==> config.mk <==
export PLATFORM = sky130hd
export DESIGN_NAME = eic_top
export DESIGN_NICKNAME = d
export VERILOG_FILES = /design/src/eic_pkg.sv /design/src/eic_top.sv
export SDC_FILE = /design/constraint.sdc
export NUM_CORES = 1
export LEC_CHECK = 0
export ABC_AREA = 1
export BUFFER_PORTS_ARGS = -buffer_cell sky130_fd_sc_hd__buf_2
export CAP_MARGIN = 15
export CORE_MARGIN = 1.5
export CORE_UTILIZATION = 35
export CTS_CLUSTER_DIAMETER = 30
export CTS_CLUSTER_SIZE = 12
export DETAILED_ROUTE_END_ITERATION = 6
export PLACE_DENSITY = 0.54
export SYNTH_ARGS = -nofsm -noshare
export SYNTH_HDL_FRONTEND = slang
export SYNTH_SLANG_ARGS = --single-unit
==> constraint.sdc <==
create_clock -name sys_clk_i -period 3.9 [get_ports sys_clk_i]
set_input_delay 0.39 -clock sys_clk_i [delete_from_list [all_inputs] [get_ports sys_clk_i]]
set_output_delay 0.39 -clock sys_clk_i [all_outputs]
set_load 0.02 [all_outputs]
==> src/eic_pkg.sv <==
// Constants, field layout and types of the external interrupt conditioner
package eic_pkg;

  // ************************************************************
  // Register map and reset
  // ************************************************************
  localparam logic [5:0] EIC_CTRL_ADDR = 6'h37;
  localparam logic [7:0] EIC_CTRL_RST = 8'h00;
  localparam int N_IRQ = 6;
  localparam int IRQ_A = 0;
  localparam int IRQ_B = 1;
  localparam int IRQ_C = 2;
  localparam int IRQ_D = 3;
  localparam int IRQ_E = 4;
  localparam int IRQ_F = 5;

  // Control register layout, bit 7 down to bit 0
  typedef struct packed {
    logic noise_time_sel;
    logic pin_function_sel;
    logic [1:0] irq_e_sense_sel;
    logic irq_d_edge_sel;
    logic irq_c_edge_sel;
    logic irq_b_edge_sel;
    logic spare;
  } eic_ctrl_t;

  // Sense modes of the fifth input, in field order
  typedef enum logic [1:0] {
    SENSE_RISE,
    SENSE_FALL,
    SENSE_BOTH,
    SENSE_HIGH
  } eic_sense_t;

  // ************************************************************
  // Timing: fc is the system clock, fs comes from a divider
  // ************************************************************
  localparam int FC_HZ = 20_000_000;
  localparam int FS_HZ = 32_768;
  localparam int FS_DIV_CYC = FC_HZ / FS_HZ;
  // Accept times in fc periods; the filter passes one period earlier
  localparam int ACC_AF_FC = 7;
  localparam int ACC_CDE_FC = 25;
  localparam int ACC_B_SHORT_FC = 49;
  localparam int ACC_B_LONG_FC = 193;
  localparam int REJ_SLOW_FS = 1;
  localparam logic [7:0] THR_AF = 8'(ACC_AF_FC - 1);
  localparam logic [7:0] THR_CDE = 8'(ACC_CDE_FC - 1);
  localparam logic [7:0] THR_B_SHORT = 8'(ACC_B_SHORT_FC - 1);
  localparam logic [7:0] THR_B_LONG = 8'(ACC_B_LONG_FC - 1);
  localparam logic [7:0] THR_SLOW = 8'(REJ_SLOW_FS + 1);

endpackage : eic_pkg

==> src/eic_top.sv <==
// External interrupt conditioner: pin filters, edge select and latches
`timescale 1ns/1ns
`default_nettype none
module eic_top
  import eic_pkg::*;
(
  input wire logic sys_clk_i,
  input wire logic nrst_i,
  input wire logic [5:0] ext_irq_i,
  input wire logic slow_mode_i,
  input wire logic [5:0] sfr_addr_i,
  input wire logic sfr_wr_i,
  input wire logic [7:0] sfr_wdata_i,
  output logic [7:0] sfr_rdata_o,
  input wire logic master_irq_enable_i,
  input wire logic [5:0] irq_enable_reg_i,
  input wire logic irq_c_source_sel_i,
  input wire logic [5:0] irq_latch_clr_i,
  output logic [5:0] irq_latch_o,
  output logic [5:0] irq_req_o,
  output logic shared_port_bit_o,
  output logic irq_a_active_o
);

  // ************************************************************
  // Control register
  // ************************************************************
  eic_ctrl_t ctrl;
  eic_sense_t sense;
  assign sense = eic_sense_t'(ctrl.irq_e_sense_sel);

  // Single byte register; reset leaves the shared pin a port
  always_ff @(posedge sys_clk_i or negedge nrst_i)
  begin
    if (!nrst_i)
      ctrl <= eic_ctrl_t'(EIC_CTRL_RST);
    else if (sfr_wr_i && sfr_addr_i == EIC_CTRL_ADDR)
      ctrl <= eic_ctrl_t'(sfr_wdata_i);
  end

  // Registered read; bit 0 is don't care and reads zero
  always_ff @(posedge sys_clk_i or negedge nrst_i)
  begin
    if (!nrst_i)
      sfr_rdata_o <= 8'h00;
    else if (sfr_addr_i == EIC_CTRL_ADDR)
      sfr_rdata_o <= {ctrl[7:1], 1'b0};
    else
      sfr_rdata_o <= 8'h00;
  end

  // Pin role output straight from the register
  assign irq_a_active_o = ctrl.pin_function_sel;

  // ************************************************************
  // Low-frequency tick divider
  // ************************************************************
  logic [15:0] fs_cnt;
  logic fs_tick;
  logic tick;

  // fs is made here as an enable so one clock serves all modes
  always_ff @(posedge sys_clk_i or negedge nrst_i)
  begin
    if (!nrst_i)
    begin
      fs_cnt <= 16'h0000;
      fs_tick <= 1'b0;
    end
    else if (fs_cnt == 16'(FS_DIV_CYC - 1))
    begin
      fs_cnt <= 16'h0000;
      fs_tick <= 1'b1;
    end
    else
    begin
      fs_cnt <= fs_cnt + 16'h0001;
      fs_tick <= 1'b0;
    end
  end

  // In slow and sleep the filter counts fs ticks instead of fc
  assign tick = slow_mode_i ? fs_tick : 1'b1;

  // ************************************************************
  // Noise filters
  // ************************************************************
  logic [7:0] thr [N_IRQ];
  logic s1 [N_IRQ];
  logic s2 [N_IRQ];
  logic filt [N_IRQ];
  logic filt_d [N_IRQ];
  logic init [N_IRQ];
  logic pv [N_IRQ];
  logic [7:0] cnt [N_IRQ];
  logic [1:0] warm;

  // Thresholds follow the register at once, well inside 26 fc
  always_comb
  begin
    thr[IRQ_A] = THR_AF;
    thr[IRQ_F] = THR_AF;
    thr[IRQ_B] = ctrl.noise_time_sel ? THR_B_SHORT : THR_B_LONG;
    thr[IRQ_C] = THR_CDE;
    thr[IRQ_D] = THR_CDE;
    thr[IRQ_E] = THR_CDE;
    if (slow_mode_i)
    begin
      for (int i = 0; i < N_IRQ; i++)
        thr[i] = THR_SLOW;
    end
  end

  // Two cycles after reset s2 holds the pin, so filters may load then
  always_ff @(posedge sys_clk_i or negedge nrst_i)
  begin
    if (!nrst_i)
      warm <= 2'h0;
    else
      warm <= {warm[0], 1'b1};
  end

  for (genvar g = 0; g < N_IRQ; g++)
  begin : g_pin
    // Pins are asynchronous: two flops before any logic
    always_ff @(posedge sys_clk_i or negedge nrst_i)
    begin
      if (!nrst_i)
      begin
        s1[g] <= 1'b0;
        s2[g] <= 1'b0;
      end
      else
      begin
        s1[g] <= ext_irq_i[g];
        s2[g] <= s1[g];
      end
    end

    // Level must differ for thr ticks in a row before it is taken;
    // filters reload until s2 holds the pin, so a high pin is no edge
    always_ff @(posedge sys_clk_i or negedge nrst_i)
    begin
      if (!nrst_i)
      begin
        init[g] <= 1'b0;
        filt[g] <= 1'b0;
        cnt[g] <= 8'h00;
      end
      else if (!init[g])
      begin
        init[g] <= warm[1];
        filt[g] <= s2[g];
      end
      else if (s2[g] == filt[g])
        cnt[g] <= 8'h00;
      else if (tick)
      begin
        // >= so a shortened threshold also takes a long count
        if (cnt[g] >= thr[g] - 8'h01)
        begin
          filt[g] <= s2[g];
          cnt[g] <= 8'h00;
        end
        else
          cnt[g] <= cnt[g] + 8'h01;
      end
    end

    // Previous filtered level for the edge detectors
    always_ff @(posedge sys_clk_i or negedge nrst_i)
    begin
      if (!nrst_i)
      begin
        filt_d[g] <= 1'b0;
        pv[g] <= 1'b0;
      end
      else
      begin
        filt_d[g] <= filt[g];
        pv[g] <= init[g];
      end
    end
  end

  // ************************************************************
  // Edge and level qualification
  // ************************************************************
  logic [5:0] rise;
  logic [5:0] fall;
  logic [5:0] ev;
  logic armed;

  // Edges are seen only once the filter has a valid history
  always_comb
  begin
    for (int i = 0; i < N_IRQ; i++)
    begin
      rise[i] = pv[i] && filt[i] && !filt_d[i];
      fall[i] = pv[i] && !filt[i] && filt_d[i];
    end
  end

  // Level mode arms only on a rising edge seen after reset
  always_ff @(posedge sys_clk_i or negedge nrst_i)
  begin
    if (!nrst_i)
      armed <= 1'b0;
    else if (rise[IRQ_E])
      armed <= 1'b1;
  end

  // Per-input event selection
  always_comb
  begin
    ev[IRQ_A] = fall[IRQ_A] && ctrl.pin_function_sel;
    ev[IRQ_B] = ctrl.irq_b_edge_sel ? fall[IRQ_B] : rise[IRQ_B];
    ev[IRQ_C] = ctrl.irq_c_edge_sel ? fall[IRQ_C] : rise[IRQ_C];
    ev[IRQ_D] = ctrl.irq_d_edge_sel ? fall[IRQ_D] : rise[IRQ_D];
    ev[IRQ_F] = fall[IRQ_F];
    unique case (sense)
      SENSE_RISE: ev[IRQ_E] = rise[IRQ_E];
      SENSE_FALL: ev[IRQ_E] = fall[IRQ_E];
      SENSE_BOTH: ev[IRQ_E] = rise[IRQ_E] || fall[IRQ_E];
      SENSE_HIGH: ev[IRQ_E] = armed && filt[IRQ_E];
    endcase
  end

  // ************************************************************
  // Latches and request gating
  // ************************************************************
  // A new event beats a clear in the same cycle so none is lost
  always_ff @(posedge sys_clk_i or negedge nrst_i)
  begin
    if (!nrst_i)
      irq_latch_o <= 6'h00;
    else
      irq_latch_o <= (irq_latch_o & ~irq_latch_clr_i) | ev;
  end

  // Enable flags mask glitches caused by port output changes
  always_comb
  begin
    irq_req_o = irq_latch_o & irq_enable_reg_i;
    if (!master_irq_enable_i)
      irq_req_o = 6'h00;
    if (!irq_c_source_sel_i)
      irq_req_o[IRQ_C] = 1'b0;
  end

  // The shared pin read back as a plain synchronised port bit
  assign shared_port_bit_o = s2[IRQ_A];
endmodule : eic_top
`default_nettype wire
* Word-level counts from Yosys, hierarchy flattened
Index checks and enable logic that the tools add are counted.
Storage, ports and cells: flip-flop bits (word level) 125, bits in latches 0, RAM bits 0, ROM bits 0, bits of input ports 38, output and inout bits 22, logic and storage cells 219, memories 0
Cells by class: add/subtract/negate cells 13, multipliers 0, div/mod/pow operators 0, order comparisons 6, equal/unequal tests 29, shift operators 0, mux-type cells 60, bitwise gates (word level) 4, reductions and logical operators 53
Operators with widths (number):
- $mux W8 | 20
- $add A8 B1 Y8 const B | 6
- $ge A8 B8 Y1 | 6
- $mux W43 | 1
- $sub A8 B1 Y8 const B | 5
- $mux W1 | 36
- $ne A2 B1 Y1 const B | 12
- $logic_and A1 B1 Y1 | 23
- $reduce_and A3 Y1 | 6
- $add A16 B1 Y16 const B | 1
- $eq A16 B10 Y1 const B | 1
- $mux W16 | 1
- $and A6 B6 Y6 | 2
- $ne A2 B2 Y1 const B | 6
- $reduce_and A2 Y1 | 6
- $reduce_bool A2 Y1 | 6
- $logic_not A1 Y1 | 10
- $eq A1 B1 Y1 | 6
- $eq A6 B6 Y1 const B | 1
- $mux W6 | 1
- $not A6 Y6 | 1
- $or A6 B6 Y6 | 1
- $eq A2 B2 Y1 const B | 2
- $pmux W1 S4 | 1
- other kinds (4) | 4

* Depth between registers and ports, before layout
Gate-level depths: netlist of run 1.
word-level depth 8, gate-level depth with buffers 11, mapped depth without buffers 11

* Least setup slack after synthesis of run 1
No wires, ideal clock.
path type input -> register, from input slow_mode_i, to register filt[4] (netlist bit), library setup time 117 ps, data arrival time 1340 ps, data required time 3783 ps, slack 2443 ps, stages on the path 10, buffers on the path 0, cells stage by stage inv_2 -> nand2_1 -> ha_1 -> a21o_1 -> nor2_1 -> nand2_1 -> nand2_1 -> nand2_1 -> nand2_1 -> nand2_1
On the way: cells in the longest elaborated chain, start to end 5, elaborated cells on any way between the ends 7, classes of those cells add/sub: 1; order compare: 1; eq/ne: 2; mux: 2; reduce/logical: 1
Ends and longest elaborated chain:
- start: declaration | RTL line eic_top.sv:10 | input wire logic slow_mode_i,
- $mux W43 | RTL line eic_top.sv:107 | if (slow_mode_i)
- $sub A8 B1 Y8 | RTL line eic_top.sv:160 | if (cnt[g] >= thr[g] - 8'h01)
- $ge A8 B8 Y1 | RTL line eic_top.sv:160
- $ne A2 B1 Y1 (no source line)
- $reduce_and A3 Y1 (no source line) *
- end signal: indexed assignment | RTL line eic_top.sv:153 | filt[g] <= s2[g];
- end signal: indexed assignment | RTL line eic_top.sv:162 | filt[g] <= s2[g];
- end: declaration | RTL line eic_top.sv:91 | logic filt [N_IRQ];
Mark *: on every way between the ends. The rest lies on a longest branch, timed or not. A chain may end at the register's enable or synchronous reset.

* Worst setup path after layout of run 1
from input slow_mode_i, to register cnt[27] (netlist bit)
On the way: cells in the longest elaborated chain, start to end 6, elaborated cells on any way between the ends 9, classes of those cells add/sub: 1; order compare: 1; mux: 5; reduce/logical: 2
Ends and longest elaborated chain:
- $mux W43 | RTL line eic_top.sv:107
- $sub A8 B1 Y8 | RTL line eic_top.sv:160
- $ge A8 B8 Y1 | RTL line eic_top.sv:160
- $mux W8 | RTL line eic_top.sv:160
- $mux W8 | RTL line eic_top.sv:157 | else if (tick)
- $mux W8 | RTL line eic_top.sv:155 | else if (s2[g] == filt[g])
- end signal: indexed assignment | RTL line eic_top.sv:166 | cnt[g] <= cnt[g] + 8'h01;
- end: declaration | RTL line eic_top.sv:95 | logic [7:0] cnt [N_IRQ];
Several ways; a longest one is shown, not always the timed one. The select of a mux whose other input is x is not followed.

==> results.tsv, run 1 <==
metric	value	unit
CP required	4240	ps
Die Span X	133	um
vias in the first global route	4367	
# hold bufs at CTS	0	
Layout fillers	1664	
Root Buffer	clkbuf_16	
Ys Warns	0	
grt ovf	0	
Post-Syn Area	5940	um2
ys flop type	dfrtp_1	
post-DR wirelength/cell	11.8	um
ys async rst share	1.00	
storage element area	3100	um2
Final WS setup	2120	ps
WS Path Type	in -> reg	
final setup fails	0	
status	complete, no violations	
pin count of the biggest net entering global routing	80	
first-pass GRT wire length	19800	um
drt via density	4.51	
Fin. Hold Viols	0	
Area Overhead vs Synth	19.3	%
Peak VDD IR	0.332	mV
Initial Util	0.358	
Post-synth EDFFs	0	
Sink Count	124	
Setup crit start kind	input pin	
Cell Count Post-Placement	938	
Final #Nets	805	
PortBufs	57	
post-route design area	7080	um2
Vias	4374	
Sum Neg Setup Slack	0	ps
post-place instance area	6490	um2
most frequent cells in the layout	nand2_1 (136), dfrtp_1 (124), inv_1 (99), nor2_1 (87), buf_2 (56)	
RSZ-0062 raised after global routing	no	
clock latency at the later pin of the worst-skew pair	410	ps
CTS resizes	0	
total track usage	0.142	
GP Congestion	0.858	
crit path max fanout	16	
pre-CTS WS	1630	ps
TritonRoute pass-1 iters	4	
Routed WL	11400	um
Yosys reg bits	124	
row count	47	
relative slew slack	0.335	
Setup Buffers After CTS	0	
antenna-violating nets left	0	
sequential share of the synthesized area	0.522	
crit end category	flip-flop	
area taken by multi-input logic gates	2420	um2
Yosys cell types	40	
H-tree Lvls	4	
Clock Tree Buf Depth	2	
Non-Filler Instances	970	
Max Cap Violations	0	
syn_area_per_cell	8.93	um2
Top Ports	60	
ANT cells	0	
drc violations	0	
Final Slew Violations	0	
Least-Margin Pin Slew	998	ps
initial antenna violation count	0	
Reg clk slew, reported paths	50	ps
Die ar.	17800	um2
Core Area	16600	um2
post-DP HPWL	8180	um
Leakage	3.71	nW
clock period minus worst slack	1780	ps
Max Clk Rate	0.562	GHz
Iter 0 DRT Violations	206	
total CTS buffers	17	
Pwr Density	565	nW/um2
fin crit share	0.456	
share of post-route cells with drive strength above 1	0.156	
Synth Instances	665	
die height	133	um
CP arrival	2120	ps
CTS tree	done	
total power	4.00	mW
worst min path class	in -> reg	
Final Skew	7.10	ps
most common cell after layout, fill and taps aside	nand2_1	
[through the flow]
| step | hold slack [ps] | utilization |
|---|---|---|
| 6_report | 77.2 | 0.427 |
| 5_1_grt | 53.8 | 0.427 |
| 3_3_place_gp | 332 | 0.392 |
| 2_1_floorplan | 94.4 | - |
| 4_1_cts | 52.8 | 0.427 |
| 3_5_place_dp | 336 | 0.392 |
[registers in the layout, summed over array words and instances, names as in the netlist, 4 cells and up]
name and flops:
filt 6, pv 6, init 6, sfr_rdata_o 7, fs_cnt 16, s2 5, filt_d 6, ctrl 4
s1 6, cnt 48, irq_latch_o 6
[cells by family after synthesis]
kind of cell             Yosys count  share of synthesized area
AND/OR/NAND/NOR                  317                      0.244
flip-flops                       124                      0.522
buffers and inverters            110                     0.0714
AO/OA/AOI/OAI                     52                     0.0512
XOR/XNOR                          30                     0.0468
adder cells (fa/ha/maj)           30                     0.0632
other                              2                    0.00126
[power breakdown]
group	total [mW]	switching (mW)	internal [mW]
Clock	1.56	0.538	1.02
Sequential	1.64	0.164	1.47
Combinational	0.807	0.502	0.305
Total	4.00	1.20	2.80
[Yosys cell counts, types with 3 or more instances]
cell / number / area (um2)
inv_2: 5 / 18.8
nand3_2: 3 / 30.0
xor2_1: 25 / 219
nand2_2: 4 / 25.0
xnor2_1: 3 / 26.3
dfrtp_1: 124 / 3100
nor2_1: 87 / 327
and3_1: 4 / 25.0
nand3_1: 40 / 200
clkbuf_1: 4 / 15.0
or2_1: 3 / 18.8
ha_1: 30 / 375
o21ai_0: 21 / 105
o21ai_1: 6 / 30.0
nand3b_1: 5 / 37.5
nor3_1: 7 / 35.0
nand2_1: 136 / 510
inv_1: 99 / 372
nand4_1: 14 / 87.6
a21oi_1: 13 / 65.1
o22ai_1: 4 / 25.0
[per-layer routing]
layer / vias to the layer above / GRT usage / share of wire
li1: 2230 / - / -
met1: 2063 / 0.167 / 0.46
met2: 68 / 0.240 / 0.48
met3: 13 / 0.0457 / 0.044
met4: 0 / 0.0556 / 0.011
met5: - / 0 / 0
[worst max-delay path: stages]
cell and delay (ps):
buf_2 370, inv_2 100, nor2_4 460, nand3_1 280, nand2_1 170, inv_1 100, nand2_1 100, inv_1 70
nor2_1 90
[layout make-up]
cell class                      count  share of cell area
Clock buffer                       25              0.0714
Sequential cell                   124               0.438
Clock inverter                      7              0.0120
Timing Repair Buffer               58              0.0434
Multi-Input combinational cell    432               0.341
Inverter                          104              0.0551
Tap cell                          220              0.0389
[worst paths after layout]
| path | startpoint | to | slack, ps | depth (start not counted) |
|---|---|---|---|---|
| worst max register to register | fs_tick | cnt[27] | 2160 | 7 |
| min in group asynchronous | nrst_i | cnt[44] | 130 | 1 |
| worst min-delay path | ext_irq_i[5] | s1[0] | 80 | 1 |
| worst min register to register | warm[0] | warm[1] | 340 | 0 |
| max in group asynchronous | nrst_i | filt[3] | 3010 | 2 |
| worst max-delay path | slow_mode_i | cnt[27] | 2120 | 9 |
Power figures use the tool's default switching activity.
==> run 2: changes to the inputs <==
PLACE_DENSITY = 0.56   (was 0.54)
clock period = 1.6 ns   (was 3.9 ns; I/O delays follow)
==> results.tsv, run 2 (same netlist as run 1, synthesis figures left out) <==
metric	value	unit
Reg clk slew, reported paths	50	ps
clock period minus worst slack	1510	ps
Root Buffer	clkbuf_16	
WS Path Type	reg -> reg	
slowest cell on the critical path	dfrtp_1	
Vias	4468	
Worst path depth	10	
Worst R2R Path Depth	10	
Max stage delay on crit path	360	ps
Die ar.	17800	um2
crit end category	flip-flop	
Cell Count Post-Placement	943	
grt met2 use	0.243	
Routed WL	11600	um
Final Slew Violations	0	
fin crit share	0.943	
Max Clk Rate	0.663	GHz
initial antenna violation count	0	
max reg flops	48	
most common cell after layout, fill and taps aside	nand2_1	
Util after Layout	0.443	
Core Area	16600	um2
CP arrival	1810	ps
drt via density	4.52	
hold path cells	3	
CTS tree	done	
post-DP HPWL	8380	um
grt ovf	0	
GRT busiest layer	met2	
Sink Count	124	
pin count of the biggest net entering global routing	64	
final setup fails	0	
Non-Filler Instances	989	
Die Span X	133	um
antenna-violating nets left	0	
die height	133	um
RSZ-0062 raised after global routing	yes	
crit-path leading delay family	simple AND/OR/NAND/NOR gates	
total CTS buffers	17	
worst min path class	in -> reg	
TritonRoute pass-1 iters	6	
pre-CTS WS	34.0	ps
Fin. Hold Viols	0	
crit path max fanout	5	
drc violations	0	
Buf+Inv Stages, Crit Path	2	
Pwr Density	1360	nW/um2
Final WS setup	91.2	ps
status	complete, no violations	
post-route design area	7350	um2
Iter 0 DRT Violations	136	
most flop-heavy register	cnt	
clock latency at the later pin of the worst-skew pair	410	ps
Largest regs	cnt x48, fs_cnt x16, sfr_rdata_o x7	
vias in the first global route	4441	
row count	47	
Top Ports	60	
Peak VDD IR	0.862	mV
GP Congestion	0.859	
H-tree Lvls	4	
Setup crit start kind	flip-flop	
total power	10.0	mW
CP required	1900	ps
post-DR wirelength/cell	11.8	um
Leakage	3.81	nW
total track usage	0.145	
Final Skew	6.11	ps
worst reg2reg setup slack	90	ps
Max Cap Violations	0	
PortBufs	57	
share of post-route cells with drive strength above 1	0.165	
Clock Tree Buf Depth	2	
most frequent cells in the layout	nand2_1 (135), dfrtp_1 (123), inv_1 (97), nor2_1 (85), buf_2 (56)	
post-place instance area	6570	um2
Area Overhead vs Synth	23.7	%
met1 GRT Util	0.176	
M3 GR Usage	0.0449	
first-pass GRT wire length	20500	um
Sum Neg Setup Slack	0	ps
Hold WS	12.3	ps
Final #Nets	825	
ANT cells	0	
Initial Util	0.358	
CP cell instances	inv_2, nand2_2, ha_1, nand2_1, a21oi_2, nor2_2, nand3_1, nand2_1, inv_2, nor2_1	
==> run 2: changes by cell type in the layout (fill, tap and decap cells not counted), sizes merged <==
cell / before / now
dlygate4sd3: 0 / 15
buf: 58 / 63
clkinv: 5 / 4
clkbuf: 25 / 23
bufinv: 2 / 4
==> run 2: final cells by class <==
class	count	area (um2)
Fill cell	1609	9240
Sequential cell	124	3100
Multi-Input combinational cell	432	2430
Timing Repair Buffer	78	533
Clock buffer	23	468
Inverter	104	390
Tap cell	220	275
Clock inverter	8	140
==> run 2: report_power, final <==
group	switching, mW	internal (mW)
Clock	1.30	2.67
Sequential	0.407	3.59
Combinational	1.26	0.798
==> run 2: path summary, 6_finish.rpt <==
path,start,endpoint
max,ctrl[7],cnt[37]
min reg2reg,s1[5],shared_port_bit_o
min in group asynchronous,nrst_i,s2[1]
max in group asynchronous,nrst_i,cnt[31]
min,sfr_wdata_i[4],sense[0]
max reg2reg,ctrl[7],cnt[37]
==> run 2: timing repair <==
action,in CTS,in global routing
endpoints found under the setup margin,0,9
buffers inserted,0,0
hold buffers,15,0
resized for setup,0,8
endpoints found under the hold margin,138,0
==> run 2: metal layers <==
metal	vias up	routed length, um
li1	2273	-
met1	2090	5360
met2	83	5570
met3	22	501
met4	0	204
met5	-	0
==> run 2: worst reg2reg max path: stages, from the launching register on <==
cell	delay (ps)
dfrtp_1	360
inv_2	70
nand2_2	60
ha_1	290
nand2_1	100
a21oi_2	160
nor2_2	60
nand3_1	100
nand2_1	70
inv_2	90
nor2_1	50
==> run 3: changes to the inputs <==
SETUP_SLACK_MARGIN = 0.15   (was unset)
clock period = 1.3 ns   (was 1.6 ns; I/O delays follow)
==> results.tsv, run 3 (same netlist as run 1, synthesis figures left out) <==
metric	value	unit
Max Clk Rate	0.706	GHz
clock period minus worst slack	1420	ps
post-DR wirelength/cell	12.4	um
Core Area	16600	um2
most common cell after layout, fill and taps aside	dfrtp_1	
Layout fillers	1525	
RSZ-0062 raised after global routing	yes	
Pwr Density	1560	nW/um2
slowest cell on the critical path	dfrtp_1	
crit path max fanout	5	
Max Cap Violations	0	
Final Skew	4.85	ps
worst min path class	in -> reg	
Die Span X	133	um
sequential power share	0.371	
Die ar.	17800	um2
total CTS buffers	17	
combinational fraction of design power	0.278	
Max stage delay on crit path	370	ps
Non-Filler Instances	1056	
Psw	4.10	mW
share of post-route cells with drive strength above 1	0.342	
grt ovf	0	
Reg clk slew, reported paths	50	ps
Largest regs	cnt x48, fs_cnt x16, sfr_rdata_o x7	
crit end category	flip-flop	
TritonRoute pass-1 iters	4	
Fin. Hold Viols	0	
max reg flops	48	
CTS tree	done	
drc violations	0	
vias in the first global route	4865	
Top Ports	60	
status	finished with violations	
Crit path top cell by count	nand2_2	
clock group share of total power	0.350	
Switching Share	0.314	
initial antenna violation count	0	
total track usage	0.156	
Routed WL	13100	um
total power	13.1	mW
row count	47	
most frequent cells in the layout	dfrtp_1 (119), nand2_1 (112), inv_1 (84), nor2_1 (61), buf_4 (57)	
most flop-heavy register	cnt	
failing checks	negative setup slack	
CP arrival	1720	ps
ANT cells	0	
Final #Nets	893	
Internal Power	8.95	mW
clock latency at the later pin of the worst-skew pair	420	ps
H-tree Lvls	4	
Iter 0 DRT Violations	166	
Leakage	4.26	nW
Final Slew Violations	0	
first-pass GRT wire length	22000	um
Sink Count	124	
WS Path Type	reg -> reg	
pin count of the biggest net entering global routing	33	
Root Buffer	clkbuf_16	
fin crit share	1.09	
Sum Neg Setup Slack	-1760	ps
die height	133	um
Setup crit start kind	flip-flop	
final setup fails	30	
Clock Tree Buf Depth	2	
Final WS setup	-116	ps
drt via density	4.51	
Cell Count Post-Placement	983	
Vias	4765	
Peak VDD IR	1.07	mV
post-DP HPWL	9000	um
GP Congestion	0.866	
Area Overhead vs Synth	41.1	%
Initial Util	0.358	
antenna-violating nets left	0	
PortBufs	57	
CP required	1600	ps
CP cell instances	inv_2, nand2_4, ha_1, nand2_1, nor2_2, nand2_2, nand3_2, nand2_2, inv_4, nor2_1	
run 3: layout make-up:
class                   count  area (um2)  share of cell area
repair buffers            146        1150               0.137
well taps                 220         275              0.0328
multi-input cells         432        2880               0.343
flip-flops and latches    124        3110               0.371
clock inverters             8        92.6              0.0110
clock buffers              22         474              0.0566
inverters                 104         403              0.0481
run 3: through the flow:
stage	setup slack (ps)	util	instance area, um2	hold slack, ps
after floorplan	-54.4	-	6040	-166
after global placement	-152	0.420	6970	80.1
after detailed placement	-178	0.420	6970	91.5
after CTS	-128	0.486	8060	105
after global routing	-238	0.505	8380	134
final	-116	0.505	8380	123
run 3: layer usage:
layer	vias to the layer above	track usage	wire length, um	share of wire
met5	-	0	0	0
met4	0	0.0761	248	0.019
met3	21	0.0384	435	0.033
met2	79	0.264	6580	0.50
met1	2251	0.187	5880	0.45
li1	2414	-	-	-
run 3: power by group through the flow:
stage          registers, mW  clock network (mW)  logic [mW]
3_3_place_gp            4.87                   0        2.98
5_1_grt                 4.92                4.87        4.09
4_1_cts                 4.84                4.69        3.43
3_5_place_dp            4.89                   0        3.06
6_report                4.85                4.58        3.63
2_1_floorplan           4.99                   0        1.78
run 3: timing repair:
item | 4_1_cts | 5_1_grt
endpoints found under the hold margin | 73 | 0
buffers inserted | 12 | 11
setup endpoints to repair | 74 | 78
gates resized for setup | 71 | 66
pin swaps | 38 | 25
hold buffers | 20 | 0
run 3: worst paths after layout:
| check | from | end | slack (ps) | depth (start not counted) |
|---|---|---|---|---|
| worst max-delay path | ctrl[7] | cnt[34] | -120 | 10 |
| worst min-delay path | sfr_addr_i[3] | sfr_rdata_o[7] | 120 | 4 |
| worst max register to register | ctrl[7] | cnt[34] | -120 | 10 |
| worst min register to register | s1[2] | s2[2] | 350 | 0 |
| max in group asynchronous | nrst_i | shared_port_bit_o | 540 | 3 |
| min in group asynchronous | nrst_i | fs_cnt[11] | 180 | 2 |
run 3: critical path: cells and delay by family (launching register included):
family,cells,cell delay (ps)
simple gates,7,530
flops,1,370
fa+ha+maj,1,270
buf+inv,2,140
